**config.mk**
```make
export PLATFORM = sky130hd
export DESIGN_NAME = ebt_timer
export DESIGN_NICKNAME = d
export VERILOG_FILES = /design/src/logic/ebt_pkg.sv /design/src/logic/ebt_sync.sv /design/src/logic/ebt_timer.sv
export VERILOG_INCLUDE_DIRS = /design/src /design/src/logic
export SDC_FILE = /design/constraint.sdc
export NUM_CORES = 1
export LEC_CHECK = 0
export BUFFER_PORTS_ARGS = -buffer_cell sky130_fd_sc_hd__buf_4
export CAP_MARGIN = 20
export CELL_PAD_IN_SITES_DETAIL_PLACEMENT = 1
export CELL_PAD_IN_SITES_GLOBAL_PLACEMENT = 1
export CORE_ASPECT_RATIO = 1.4
export CORE_MARGIN = 2
export CORE_UTILIZATION = 44
export DETAILED_ROUTE_END_ITERATION = 10
export GPL_ROUTABILITY_DRIVEN = 0
export PLACE_DENSITY = 0.83
export SLEW_MARGIN = 20
export SYNTH_ARGS = -nofsm -noshare
export SYNTH_HDL_FRONTEND = slang
export SYNTH_SLANG_ARGS = --single-unit
export TNS_END_PERCENT = 10
```
**constraint.sdc**
```tcl
create_clock -name clk_i -period 2.6 [get_ports clk_i]
set_input_delay 0.13 -clock clk_i [delete_from_list [all_inputs] [get_ports clk_i]]
set_output_delay 0.13 -clock clk_i [all_outputs]
set_load 0.01 [all_outputs]
```
**src/logic/ebt_consts.svh**
```systemverilog
`ifndef EBT_CONSTS_SVH
`define EBT_CONSTS_SVH

////////////////////////////////////////////////////////////////////////////////
// register offsets
`define EBT_ADDR_CTRL     4'h0
`define EBT_ADDR_OUTSEL   4'h1
`define EBT_ADDR_COUNT    4'h2
`define EBT_ADDR_CMPA     4'h3
`define EBT_ADDR_CMPB     4'h4
`define EBT_ADDR_CMPC     4'h5
`define EBT_ADDR_FLAGS    4'h6
`define EBT_ADDR_MASK     4'h7

////////////////////////////////////////////////////////////////////////////////
// timer_control fields
`define EBT_CKS_MSB       2
`define EBT_CKS_LSB       0
`define EBT_CCLR_MSB      4
`define EBT_CCLR_LSB      3
`define EBT_CAPEN_BIT     5
`define EBT_CTRL_W        6
`define EBT_OUTSEL_W      4

`define EBT_CKS_STOP      3'h0
`define EBT_CKS_DIV8      3'h1
`define EBT_CKS_DIV64     3'h2
`define EBT_CKS_DIV8192   3'h3
`define EBT_CKS_EXT_RISE  3'h4
`define EBT_CKS_EXT_FALL  3'h5
`define EBT_CKS_EXT_BOTH  3'h6

`define EBT_CCLR_NONE     2'h0
`define EBT_CCLR_MATCHA   2'h1
`define EBT_CCLR_MATCHB   2'h2
`define EBT_CCLR_EXTRST   2'h3

////////////////////////////////////////////////////////////////////////////////
// prescaler taps
`define EBT_PRESC_W       13
`define EBT_TAP_DIV8      2
`define EBT_TAP_DIV64     5
`define EBT_TAP_DIV8192   12

////////////////////////////////////////////////////////////////////////////////
// output actions, numeric order equals priority
`define EBT_ACT_KEEP      2'h0
`define EBT_ACT_LOW       2'h1
`define EBT_ACT_HIGH      2'h2
`define EBT_ACT_TOGGLE    2'h3

////////////////////////////////////////////////////////////////////////////////
// flag bits
`define EBT_FLAGS_W       5
`define EBT_FLG_MA        0
`define EBT_FLG_MB        1
`define EBT_FLG_OVF       2
`define EBT_FLG_MC        3
`define EBT_FLG_CAP       4

////////////////////////////////////////////////////////////////////////////////
// reset values and limits
`define EBT_RST_BYTE      8'h00
`define EBT_RST_CMP       8'hff
`define EBT_CNT_MAX       8'hff
`define EBT_RST_OUT       1'b0

////////////////////////////////////////////////////////////////////////////////
// synchronised pin indices
`define EBT_IN_W          3
`define EBT_IN_ECLK       0
`define EBT_IN_ERST       1
`define EBT_IN_CAP        2

`endif

```
**src/logic/ebt_pkg.sv**
```systemverilog
package ebt_pkg;

	typedef struct packed {
		logic [3:0] addr;
		logic [7:0] wdata;
		logic       wr;
		logic       rd;
	} ebt_bus_req_t;

	typedef struct packed {
		logic capture;
		logic ext_reset;
		logic ext_clk;
	} ebt_pins_t;

endpackage : ebt_pkg

```
**src/logic/ebt_sync.sv**
```systemverilog
`timescale 1ns/1ps
`include "ebt_consts.svh"

module ebt_sync (
	// clock and reset
	input  wire logic                 clk_i,
	input  wire logic                 rst_n_i,
	// raw pins
	input  wire logic [`EBT_IN_W-1:0] pin_i,
	// filtered level and edges
	output logic      [`EBT_IN_W-1:0] level_o,
	output logic      [`EBT_IN_W-1:0] rise_o,
	output logic      [`EBT_IN_W-1:0] fall_o
);

	logic [`EBT_IN_W-1:0] s1_reg;
	logic [`EBT_IN_W-1:0] s2_reg;
	logic [`EBT_IN_W-1:0] s3_reg;
	logic [`EBT_IN_W-1:0] level_reg;
	logic [`EBT_IN_W-1:0] level_next;

	genvar g;
	generate
		for (g = 0; g < `EBT_IN_W; g = g + 1) begin : g_bit
			// a change counts only once stages two and three agree
			assign level_next[g] = (s2_reg[g] == s3_reg[g]) ? s3_reg[g] : level_reg[g];
			assign rise_o[g]     = level_next[g] & ~level_reg[g];
			assign fall_o[g]     = ~level_next[g] & level_reg[g];
		end
	endgenerate

	always_ff @(posedge clk_i or negedge rst_n_i) begin
		if (!rst_n_i) begin
			s1_reg    <= '0;
			s2_reg    <= '0;
			s3_reg    <= '0;
			level_reg <= '0;
		end else begin
			s1_reg    <= pin_i;
			s2_reg    <= s1_reg;
			s3_reg    <= s2_reg;
			level_reg <= level_next;
		end
	end

	assign level_o = level_reg;

endmodule : ebt_sync

```
**src/logic/ebt_timer.sv**
```systemverilog
`timescale 1ns/1ps
`include "ebt_consts.svh"

module ebt_timer
	import ebt_pkg::*;
(
	// clock and reset
	input  wire logic         clk_i,
	input  wire logic         rst_n_i,
	// register port
	input  wire ebt_bus_req_t bus_i,
	output logic        [7:0] rdata_o,
	// pins
	input  wire ebt_pins_t    pins_i,
	output logic              timer_out_o,
	// interrupt
	output logic              irq_o
);

	////////////////////////////////////////////////////////////////////////////
	// functions

	// higher code wins when both matches ask for an action
	function automatic logic [1:0] pick_action(input logic [1:0] a, input logic [1:0] b);
		pick_action = (a > b) ? a : b;
	endfunction : pick_action

	function automatic logic hit(input ebt_bus_req_t req, input logic [3:0] addr);
		hit = (req.addr == addr);
	endfunction : hit

	////////////////////////////////////////////////////////////////////////////
	// registers

	logic [`EBT_CTRL_W-1:0]   ctrl_reg;
	logic [`EBT_OUTSEL_W-1:0] outsel_reg;
	logic [7:0]               up_counter_reg;
	logic [7:0]               up_counter_next;
	logic [7:0]               compare_value_a_reg;
	logic [7:0]               compare_value_b_reg;
	logic [7:0]               capture_compare_value_reg;
	logic [`EBT_FLAGS_W-1:0]  flags_reg;
	logic [`EBT_FLAGS_W-1:0]  flags_next;
	logic [`EBT_FLAGS_W-1:0]  mask_reg;
	logic [`EBT_PRESC_W-1:0]  presc_reg;
	logic                     src_lvl_reg;
	logic                     timer_out_reg;
	logic                     timer_out_next;
	logic [7:0]               rdata_reg;

	////////////////////////////////////////////////////////////////////////////
	// pin synchronisers

	logic [`EBT_IN_W-1:0] in_lvl;
	logic [`EBT_IN_W-1:0] in_rise;
	logic [`EBT_IN_W-1:0] in_fall;

	ebt_sync u_sync (
		.clk_i   (clk_i),
		.rst_n_i (rst_n_i),
		.pin_i   ({pins_i.capture, pins_i.ext_reset, pins_i.ext_clk}),
		.level_o (in_lvl),
		.rise_o  (in_rise),
		.fall_o  (in_fall)
	);

	////////////////////////////////////////////////////////////////////////////
	// address decode

	wire wr_ctrl   = bus_i.wr && hit(bus_i, `EBT_ADDR_CTRL);
	wire wr_outsel = bus_i.wr && hit(bus_i, `EBT_ADDR_OUTSEL);
	wire wr_count  = bus_i.wr && hit(bus_i, `EBT_ADDR_COUNT);
	wire wr_cmpa   = bus_i.wr && hit(bus_i, `EBT_ADDR_CMPA);
	wire wr_cmpb   = bus_i.wr && hit(bus_i, `EBT_ADDR_CMPB);
	wire wr_cmpc   = bus_i.wr && hit(bus_i, `EBT_ADDR_CMPC);
	wire wr_mask   = bus_i.wr && hit(bus_i, `EBT_ADDR_MASK);
	wire rd_flags  = bus_i.rd && hit(bus_i, `EBT_ADDR_FLAGS);

	wire [2:0] cks    = ctrl_reg[`EBT_CKS_MSB:`EBT_CKS_LSB];
	wire [1:0] cclr   = ctrl_reg[`EBT_CCLR_MSB:`EBT_CCLR_LSB];
	wire       cap_en = ctrl_reg[`EBT_CAPEN_BIT];

	////////////////////////////////////////////////////////////////////////////
	// count source
	// internal and single-edge external sources feed one level and one falling-edge
	// detector, while both-edge mode counts synchroniser edges; any switch into a mode
	// other than both-edge that drops the level counts once; that is the
	// documented behaviour, not a bug to filter away

	logic src_lvl;

	always_comb begin
		case (cks)
			`EBT_CKS_STOP:     src_lvl = 1'b0;
			`EBT_CKS_DIV8:     src_lvl = presc_reg[`EBT_TAP_DIV8];
			`EBT_CKS_DIV64:    src_lvl = presc_reg[`EBT_TAP_DIV64];
			`EBT_CKS_DIV8192:  src_lvl = presc_reg[`EBT_TAP_DIV8192];
			`EBT_CKS_EXT_RISE: src_lvl = ~in_lvl[`EBT_IN_ECLK];
			`EBT_CKS_EXT_FALL: src_lvl = in_lvl[`EBT_IN_ECLK];
			`EBT_CKS_EXT_BOTH: src_lvl = in_lvl[`EBT_IN_ECLK];
			default:           src_lvl = 1'b0;
		endcase
	end

	wire ext_both  = (cks == `EBT_CKS_EXT_BOTH);
	wire ext_edge  = in_rise[`EBT_IN_ECLK] | in_fall[`EBT_IN_ECLK];
	wire fall_det  = src_lvl_reg & ~src_lvl;
	wire cnt_pulse = ext_both ? ext_edge : fall_det;

	////////////////////////////////////////////////////////////////////////////
	// compare-match

	wire capture_evt = cap_en & in_rise[`EBT_IN_CAP];

	// match fires at the count clock while counter still equals compare
	wire eq_a    = (up_counter_reg == compare_value_a_reg);
	wire eq_b    = (up_counter_reg == compare_value_b_reg);
	wire eq_c    = (up_counter_reg == capture_compare_value_reg);
	wire match_a = cnt_pulse & eq_a & ~wr_cmpa;
	wire match_b = cnt_pulse & eq_b & ~wr_cmpb;
	wire match_c = cnt_pulse & eq_c & ~wr_cmpc & ~capture_evt;

	////////////////////////////////////////////////////////////////////////////
	// counter

	wire clr_a   = (cclr == `EBT_CCLR_MATCHA) & match_a;
	wire clr_b   = (cclr == `EBT_CCLR_MATCHB) & match_b;
	wire clr_ext = (cclr == `EBT_CCLR_EXTRST) & in_rise[`EBT_IN_ERST];
	wire clr_evt = clr_a | clr_b | clr_ext;

	always_comb begin
		if (clr_evt) begin
			up_counter_next = `EBT_RST_BYTE;
		end else if (wr_count) begin
			up_counter_next = bus_i.wdata;
		end else if (cnt_pulse) begin
			up_counter_next = up_counter_reg + 8'h01;
		end else begin
			up_counter_next = up_counter_reg;
		end
	end

	wire ovf_evt = cnt_pulse & ~clr_evt & ~wr_count & (up_counter_reg == `EBT_CNT_MAX);

	////////////////////////////////////////////////////////////////////////////
	// timer output
	// match a and b share one pin; with clear on a and set/reset
	// actions the pin runs a pulse train with no software help

	wire [1:0] act_a = match_a ? outsel_reg[1:0] : `EBT_ACT_KEEP;
	wire [1:0] act_b = match_b ? outsel_reg[3:2] : `EBT_ACT_KEEP;
	wire [1:0] act   = pick_action(act_a, act_b);

	always_comb begin
		case (act)
			`EBT_ACT_KEEP:   timer_out_next = timer_out_reg;
			`EBT_ACT_LOW:    timer_out_next = 1'b0;
			`EBT_ACT_HIGH:   timer_out_next = 1'b1;
			`EBT_ACT_TOGGLE: timer_out_next = ~timer_out_reg;
			default:         timer_out_next = timer_out_reg;
		endcase
	end

	////////////////////////////////////////////////////////////////////////////
	// flags and interrupt
	// set beats the read-clear so an event in the read cycle survives

	wire [`EBT_FLAGS_W-1:0] flag_set = {capture_evt, match_c, ovf_evt, match_b, match_a};

	assign flags_next = (rd_flags ? {`EBT_FLAGS_W{1'b0}} : flags_reg) | flag_set;

	////////////////////////////////////////////////////////////////////////////
	// read mux

	logic [7:0] rd_mux;

	always_comb begin
		case (bus_i.addr)
			`EBT_ADDR_CTRL:   rd_mux = {2'h0, ctrl_reg};
			`EBT_ADDR_OUTSEL: rd_mux = {4'h0, outsel_reg};
			`EBT_ADDR_COUNT:  rd_mux = up_counter_reg;
			`EBT_ADDR_CMPA:   rd_mux = compare_value_a_reg;
			`EBT_ADDR_CMPB:   rd_mux = compare_value_b_reg;
			`EBT_ADDR_CMPC:   rd_mux = capture_compare_value_reg;
			`EBT_ADDR_FLAGS:  rd_mux = {3'h0, flags_reg};
			`EBT_ADDR_MASK:   rd_mux = {3'h0, mask_reg};
			default:          rd_mux = 8'h00;
		endcase
	end

	////////////////////////////////////////////////////////////////////////////
	// state

	always_ff @(posedge clk_i or negedge rst_n_i) begin
		if (!rst_n_i) begin
			presc_reg   <= '0;
			src_lvl_reg <= 1'b0;
		end else begin
			presc_reg   <= presc_reg + 13'h0001;
			src_lvl_reg <= src_lvl;
		end
	end

	always_ff @(posedge clk_i or negedge rst_n_i) begin
		if (!rst_n_i) begin
			ctrl_reg   <= '0;
			outsel_reg <= '0;
			mask_reg   <= '0;
		end else begin
			if (wr_ctrl)   ctrl_reg   <= bus_i.wdata[`EBT_CTRL_W-1:0];
			if (wr_outsel) outsel_reg <= bus_i.wdata[`EBT_OUTSEL_W-1:0];
			if (wr_mask)   mask_reg   <= bus_i.wdata[`EBT_FLAGS_W-1:0];
		end
	end

	always_ff @(posedge clk_i or negedge rst_n_i) begin
		if (!rst_n_i) begin
			compare_value_a_reg <= `EBT_RST_CMP;
			compare_value_b_reg <= `EBT_RST_CMP;
		end else begin
			if (wr_cmpa) compare_value_a_reg <= bus_i.wdata;
			if (wr_cmpb) compare_value_b_reg <= bus_i.wdata;
		end
	end

	// capture outranks a bus write landing in the same cycle
	always_ff @(posedge clk_i or negedge rst_n_i) begin
		if (!rst_n_i) begin
			capture_compare_value_reg <= `EBT_RST_CMP;
		end else if (capture_evt) begin
			capture_compare_value_reg <= up_counter_reg;
		end else if (wr_cmpc) begin
			capture_compare_value_reg <= bus_i.wdata;
		end
	end

	always_ff @(posedge clk_i or negedge rst_n_i) begin
		if (!rst_n_i) begin
			up_counter_reg <= `EBT_RST_BYTE;
			timer_out_reg  <= `EBT_RST_OUT;
			flags_reg      <= '0;
			rdata_reg      <= `EBT_RST_BYTE;
		end else begin
			up_counter_reg <= up_counter_next;
			timer_out_reg  <= timer_out_next;
			flags_reg      <= flags_next;
			rdata_reg      <= bus_i.rd ? rd_mux : `EBT_RST_BYTE;
		end
	end

	////////////////////////////////////////////////////////////////////////////
	// outputs

	assign rdata_o     = rdata_reg;
	assign timer_out_o = timer_out_reg;
	assign irq_o       = |(flags_reg & mask_reg);

endmodule : ebt_timer

```
# Word-level counts from Yosys, hierarchy flattened
# Cells that the tools add are included.
# classes
shifts	0
n_addsub	2
bitwise	36
n_lt_le_gt_ge	1
n_div	0
eq_ne	26
n_mux	17
reduce_logical	14
n_mul	0
# ops
operator	n
$pmux 8 s8	1
$mux 8	6
$eq 8x8->1	3
$and 1x1->1	19
$eq 4x3->1 const B	4
$add 13x1->13 const B	1
$not 1->1	12
$eq 3x3->1 const B	3
$add 8x1->8 const B	1
$eq 2x2->1 const B	4
$eq 4x2->1 const B	2
$eq 8x8->1 const B	1
$logic_and 1x1->1	8
$eq 3x2->1 const B	2
$mux 2	3
$and 5x5->5	1
$mux 5	1
$or 5x5->5	1
$pmux 1 s5	1
$reduce_or 5->1	1
$eq 2x1->1 const B	2
$eq 4x1->1 const B	1
$logic_not 4->1	1
$mux 1	4
other kinds (9)	13
# word_totals
in_bits	19
mem_count	0
ff_bits	87
word_cells	112
rom_bits	0
out_inout_bits	10
ram_bits	0
latch_bits	0

# Logic depth before layout (Yosys ltp)
# logic_depth
depth_word	16
depth_mapped	13

# Modules after synthesis
# Synthesis repeated with hierarchy kept, for this count alone.
# hier_totals
hier_cells	418
hier_area_um2	4518.1
# by_module_without_submodules
module	instances	area_per_inst_um2	cells_per_inst
ebt_timer	1	4134.0	397
ebt_sync	1	384.1	21

# Worst setup path after synthesis
# OpenSTA, ideal clock, no wires.
# synth_timing
path_kind	register -> register
start	reg ctrl_reg[1]
end	reg timer_out_reg, in the netlist timer_out_o
t_arrival_ns	2.486
synth_period_minus_slack_ns	2.617
stages_incl_launch_ff	13
setup_time_ns	0.131
path_slack_ns	-0.017
t_required_ns	2.469
cell_sequence	dfrtp_1 mux2_4 a221oi_4 o21bai_4 and2_2 nor2_1 and2_1 ha_1 nor2b_1 o21ai_0 nand2_1 o32ai_1 a31oi_1
# synth_via
elab_chain_cells	13
elab_cells_between_ends	24
cone_classes	order compare: 1; eq/ne: 9; mux: 6; bitwise: 6; reduce/logical: 2
# synth_lines
element	line_no	text
from (decl)	ebt_timer.sv:35	logic [`EBT_CTRL_W-1:0] ctrl_reg;
from (signal assigned)	ebt_timer.sv:210	if (wr_ctrl) ctrl_reg <= bus_i.wdata[`EBT_CTRL_W-1:0];
$eq 3x3->1	ebt_timer.sv:93	case (cks)
$reduce_or 2->1 (no line)	-	
$pmux 1 s5	ebt_timer.sv:93	
$not 1->1	ebt_timer.sv:107	wire fall_det = src_lvl_reg & ~src_lvl;
$and 1x1->1	ebt_timer.sv:107	
$mux 1 (*)	ebt_timer.sv:108	wire cnt_pulse = ext_both ? ext_edge : fall_det;
$and 1x1->1, on equally long branches (2 in a row)	ebt_timer.sv:119, ebt_timer.sv:120	
$mux 2 (no line)	-	
$gt 2x2->1	ebt_timer.sv:25	pick_action = (a > b) ? a : b;
$mux 2 (*)	ebt_timer.sv:25	
$eq 2x2->1 / $eq 2x1->1 (equally long branches)	ebt_timer.sv:155	case (act)
$pmux 1 s3	ebt_timer.sv:155	
to (signal assigned)	ebt_timer.sv:240	timer_out_reg <= `EBT_RST_OUT;
to (signal assigned)	ebt_timer.sv:245	timer_out_reg <= timer_out_next;
to (decl)	ebt_timer.sv:47	logic timer_out_reg;
# Mark *: on every way between the ends. The rest lies on a longest branch, timed or not.
# A chain may end at the register's enable or synchronous reset.

# Worst setup path after layout
# Same ends and word-level chain as after synthesis.

==> key figures <==
Power and ir drop
  • Leakage power: 2.30 nW
  • Switch Pwr: 1.61 mW
  • Pwr Density: 873 nW/um^2
  • Cell Int Power: 3.15 mW
  • Net Sw Frac: 33.8%
  • Clk network pwr share: 26.0%
  • Overall power: 4.76 mW
  • Seq pwr share: 43.2%
  • Logic pwr share: 30.8%
  • Max VDD drop: 0.397 mV

Clocking
  • CTS Buf Count: 9
  • Clock sink count: 87
  • H-tree Lvls: 3
  • CTS tree: yes
  • Worst-path clk slew: 0.06 ns
  • Clk Latency, worst-skew pair: 0.35 ns
  • Max Buffers Root-to-Sink: 2
  • Root Buffer Master: clkbuf_16

Route
  • # DRC: 0
  • Vias: 3,460
  • Final WL: 12,800 microns
  • Initial DRC Count: 221
  • Post-DR vias/cell: 5.81
  • WL/cell: 21.4 microns
  • Post-route ant nets: 0
  • First drt pass iteration count: 5

Yosys
  • Seq/Total Area, Yosys: 48.2%
  • Synthesized area: 4580 sq um
  • Commonest register cell after synthesis: dfrtp_1
  • Asr flop ratio synth: 100%
  • Post-synth EDFFs: 0
  • Synth Register Bits: 87
  • Post-Syn Nets: 428
  • YS warnings: 0
  • Synthesized area per cell: 11.3 sq um
  • Synthesized instance count: 404
  • Yosys cell types: 63

Floorplan
  • Starting Density: 44.7%
  • Die ar.: 11,300 sq um
  • Die height: 125 microns
  • Boundary Pins: 29
  • Row count: 44
  • Die width: 90.2 microns
  • Core ar.: 10,200 sq um

Layout
  • Layout area overhead: 19.0%
  • Post-route cell area: 5450 sq um
  • Diodes inserted: 0
  • Max reg flops: 13
  • Layout fillers: 1,107
  • Non-filler instance count after layout: 596
  • Most frequent cells in the layout: dfrtp_1, buf_4, nand2_1, mux2_2
  • Proportion of layout cells with a drive suffix above 1: 35.6%
  • Commonest non-fill, non-tap cell in the layout: dfrtp_1
  • Final Util: 53.2%
  • Fin nets: 477

Timing
  • Final hold slack: 0.0680 ns
  • Slew margin rel.: 45.4%
  • Final period utilization: 96.3%
  • Final setup margin: 0.0974 ns
  • Final Skew: 0.00950 ns
  • Least-Margin Pin Slew: 0.812 ns
  • Hold Vio Cnt, Final: 0
  • Max-slew violations: 0
  • Max Clock Freq: 0.400 GHz
  • Minimum clock period after layout: 2.50 ns
  • # setup viols final: 0
  • Total negative setup slack: 0 ns

Worst setup path
  • CP Data Required Time: 2.82 ns
  • CP Capture Type: register
  • Worst Setup Path Type: reg2reg
  • Worst endpoint data arrival time: 2.72 ns
  • Crit path launch type: register
  • Worst-path maximum fanout: 4

Placement
  • Placed insts: 574
  • Place WS: -0.170 ns
  • DP Area: 5030 sq um
  • Detail Placement HPWL: 9130 microns
  • Port bufs: 28

GRT
  • Vias in the first global route: 3,881
  • First-pass GRT wire length: 20,800 microns
  • Gr usage total: 24.1%
  • Initial antenna violation count: 0
  • Pin count of the biggest net entering global routing: 88
  • GR Overflow Total: 0

Hold path
  • Hold WC Path Type: in2reg

Run status
  • Run status: finished clean

Flow run
  • Max-cap violations: 0
==> power by group through the flow <==
stage	clock (mW)	combinational, mW	sequential, mW
2_1_floorplan	0	1.05	1.91
3_3_place_gp	0	1.34	2.03
3_5_place_dp	0	1.39	2.06
4_1_cts	1.26	1.45	2.05
5_1_grt	1.32	1.58	2.09
6_report	1.24	1.47	2.06
==> cells in the mapped netlist, types with 4 or more instances <==
master	instances	area, sq um
a211oi_1	4	30.0
a21oi_1	19	95.1
a31oi_1	4	25.0
and2_1	4	25.0
and3_1	7	43.8
buf_2	4	20.0
clkbuf_1	8	30.0
clkbuf_8	4	55.1
dfrtp_1	63	1580
dfstp_2	24	631
ha_1	5	62.6
mux2_2	35	394
mux2i_1	11	110
mux4_2	4	90.1
nand2_1	37	139
nand2b_1	7	43.8
nand3_1	12	60.1
nand4_1	6	37.5
nor2_1	25	93.8
nor3_1	11	55.1
xnor2_1	24	210
xor2_1	16	140
==> layer usage <==
metal,up-vias,share of wire [%],GRT usage [%]
met3,30,3.2,4.17
met2,84,55,42.9
met4,0,4.1,14.0
met1,1796,38,26.8
li1,1550,-,-
met5,-,0,0
==> cell families (layout without fill, tap and decap cells) <==
group,count (synthesis),count (layout),share of synthesized area [%]
AO/OA/AOI/OAI,61,61,10.2
XOR/XNOR,40,40,7.65
adder cells (fa/ha/maj),8,8,2.02
buffers and inverters,26,80,3.63
flip-flops,87,87,48.2
multiplexers,52,52,13.9
AND/OR/NAND/NOR,130,130,14.4
==> worst max-delay path, cell delays in order (launching register included) <==
cell and delay, ns:
dfrtp_1 0.42, mux2_4 0.32, a221oi_4 0.30, o21bai_4 0.11, and2_4 0.19, nor2_4 0.10
buf_4 0.12, and2_1 0.18, ha_4 0.22, nand2_2 0.06, o21ai_2 0.06, o32ai_2 0.20
a31oi_1 0.11
==> area by class of cell <==
class	count	area, sq um	area share (%)
multi-input cells	291	2290	42.1
clock inverters	4	30.0	0.551
flip-flops and latches	87	2210	40.5
clock buffers	12	256	4.71
well taps	138	173	3.17
repair buffers	61	480	8.81
inverters	3	11.3	0.207
==> final timing paths <==
path	slack (ns)	from	cells after the start	end
max in group asynchronous	1.85	rst_n_i	3	capture_compare_value_reg[1]
hold reg to reg	0.35	u_sync.s1_reg[2]	0	u_sync.s2_reg[2]
setup reg to reg	0.1	ctrl_reg[1]	12	timer_out_o
min in group asynchronous	0.35	rst_n_i	3	rdata_o[5]
setup / recovery	0.1	ctrl_reg[1]	12	timer_out_o
hold / removal	0.07	bus_i[8]	2	compare_value_b_reg[6]
==> repair_timing <==
| item | in CTS | in global routing |
|---|---|---|
| endpoints found under the setup margin | 1 | 1 |
| pin swaps | 5 | 7 |
| endpoints found under the hold margin | 66 | 0 |
| hold buffers | 4 | 0 |
| setup buffers | 1 | 1 |
| gates resized for setup | 12 | 5 |
(Power assumes the default switching activity.)
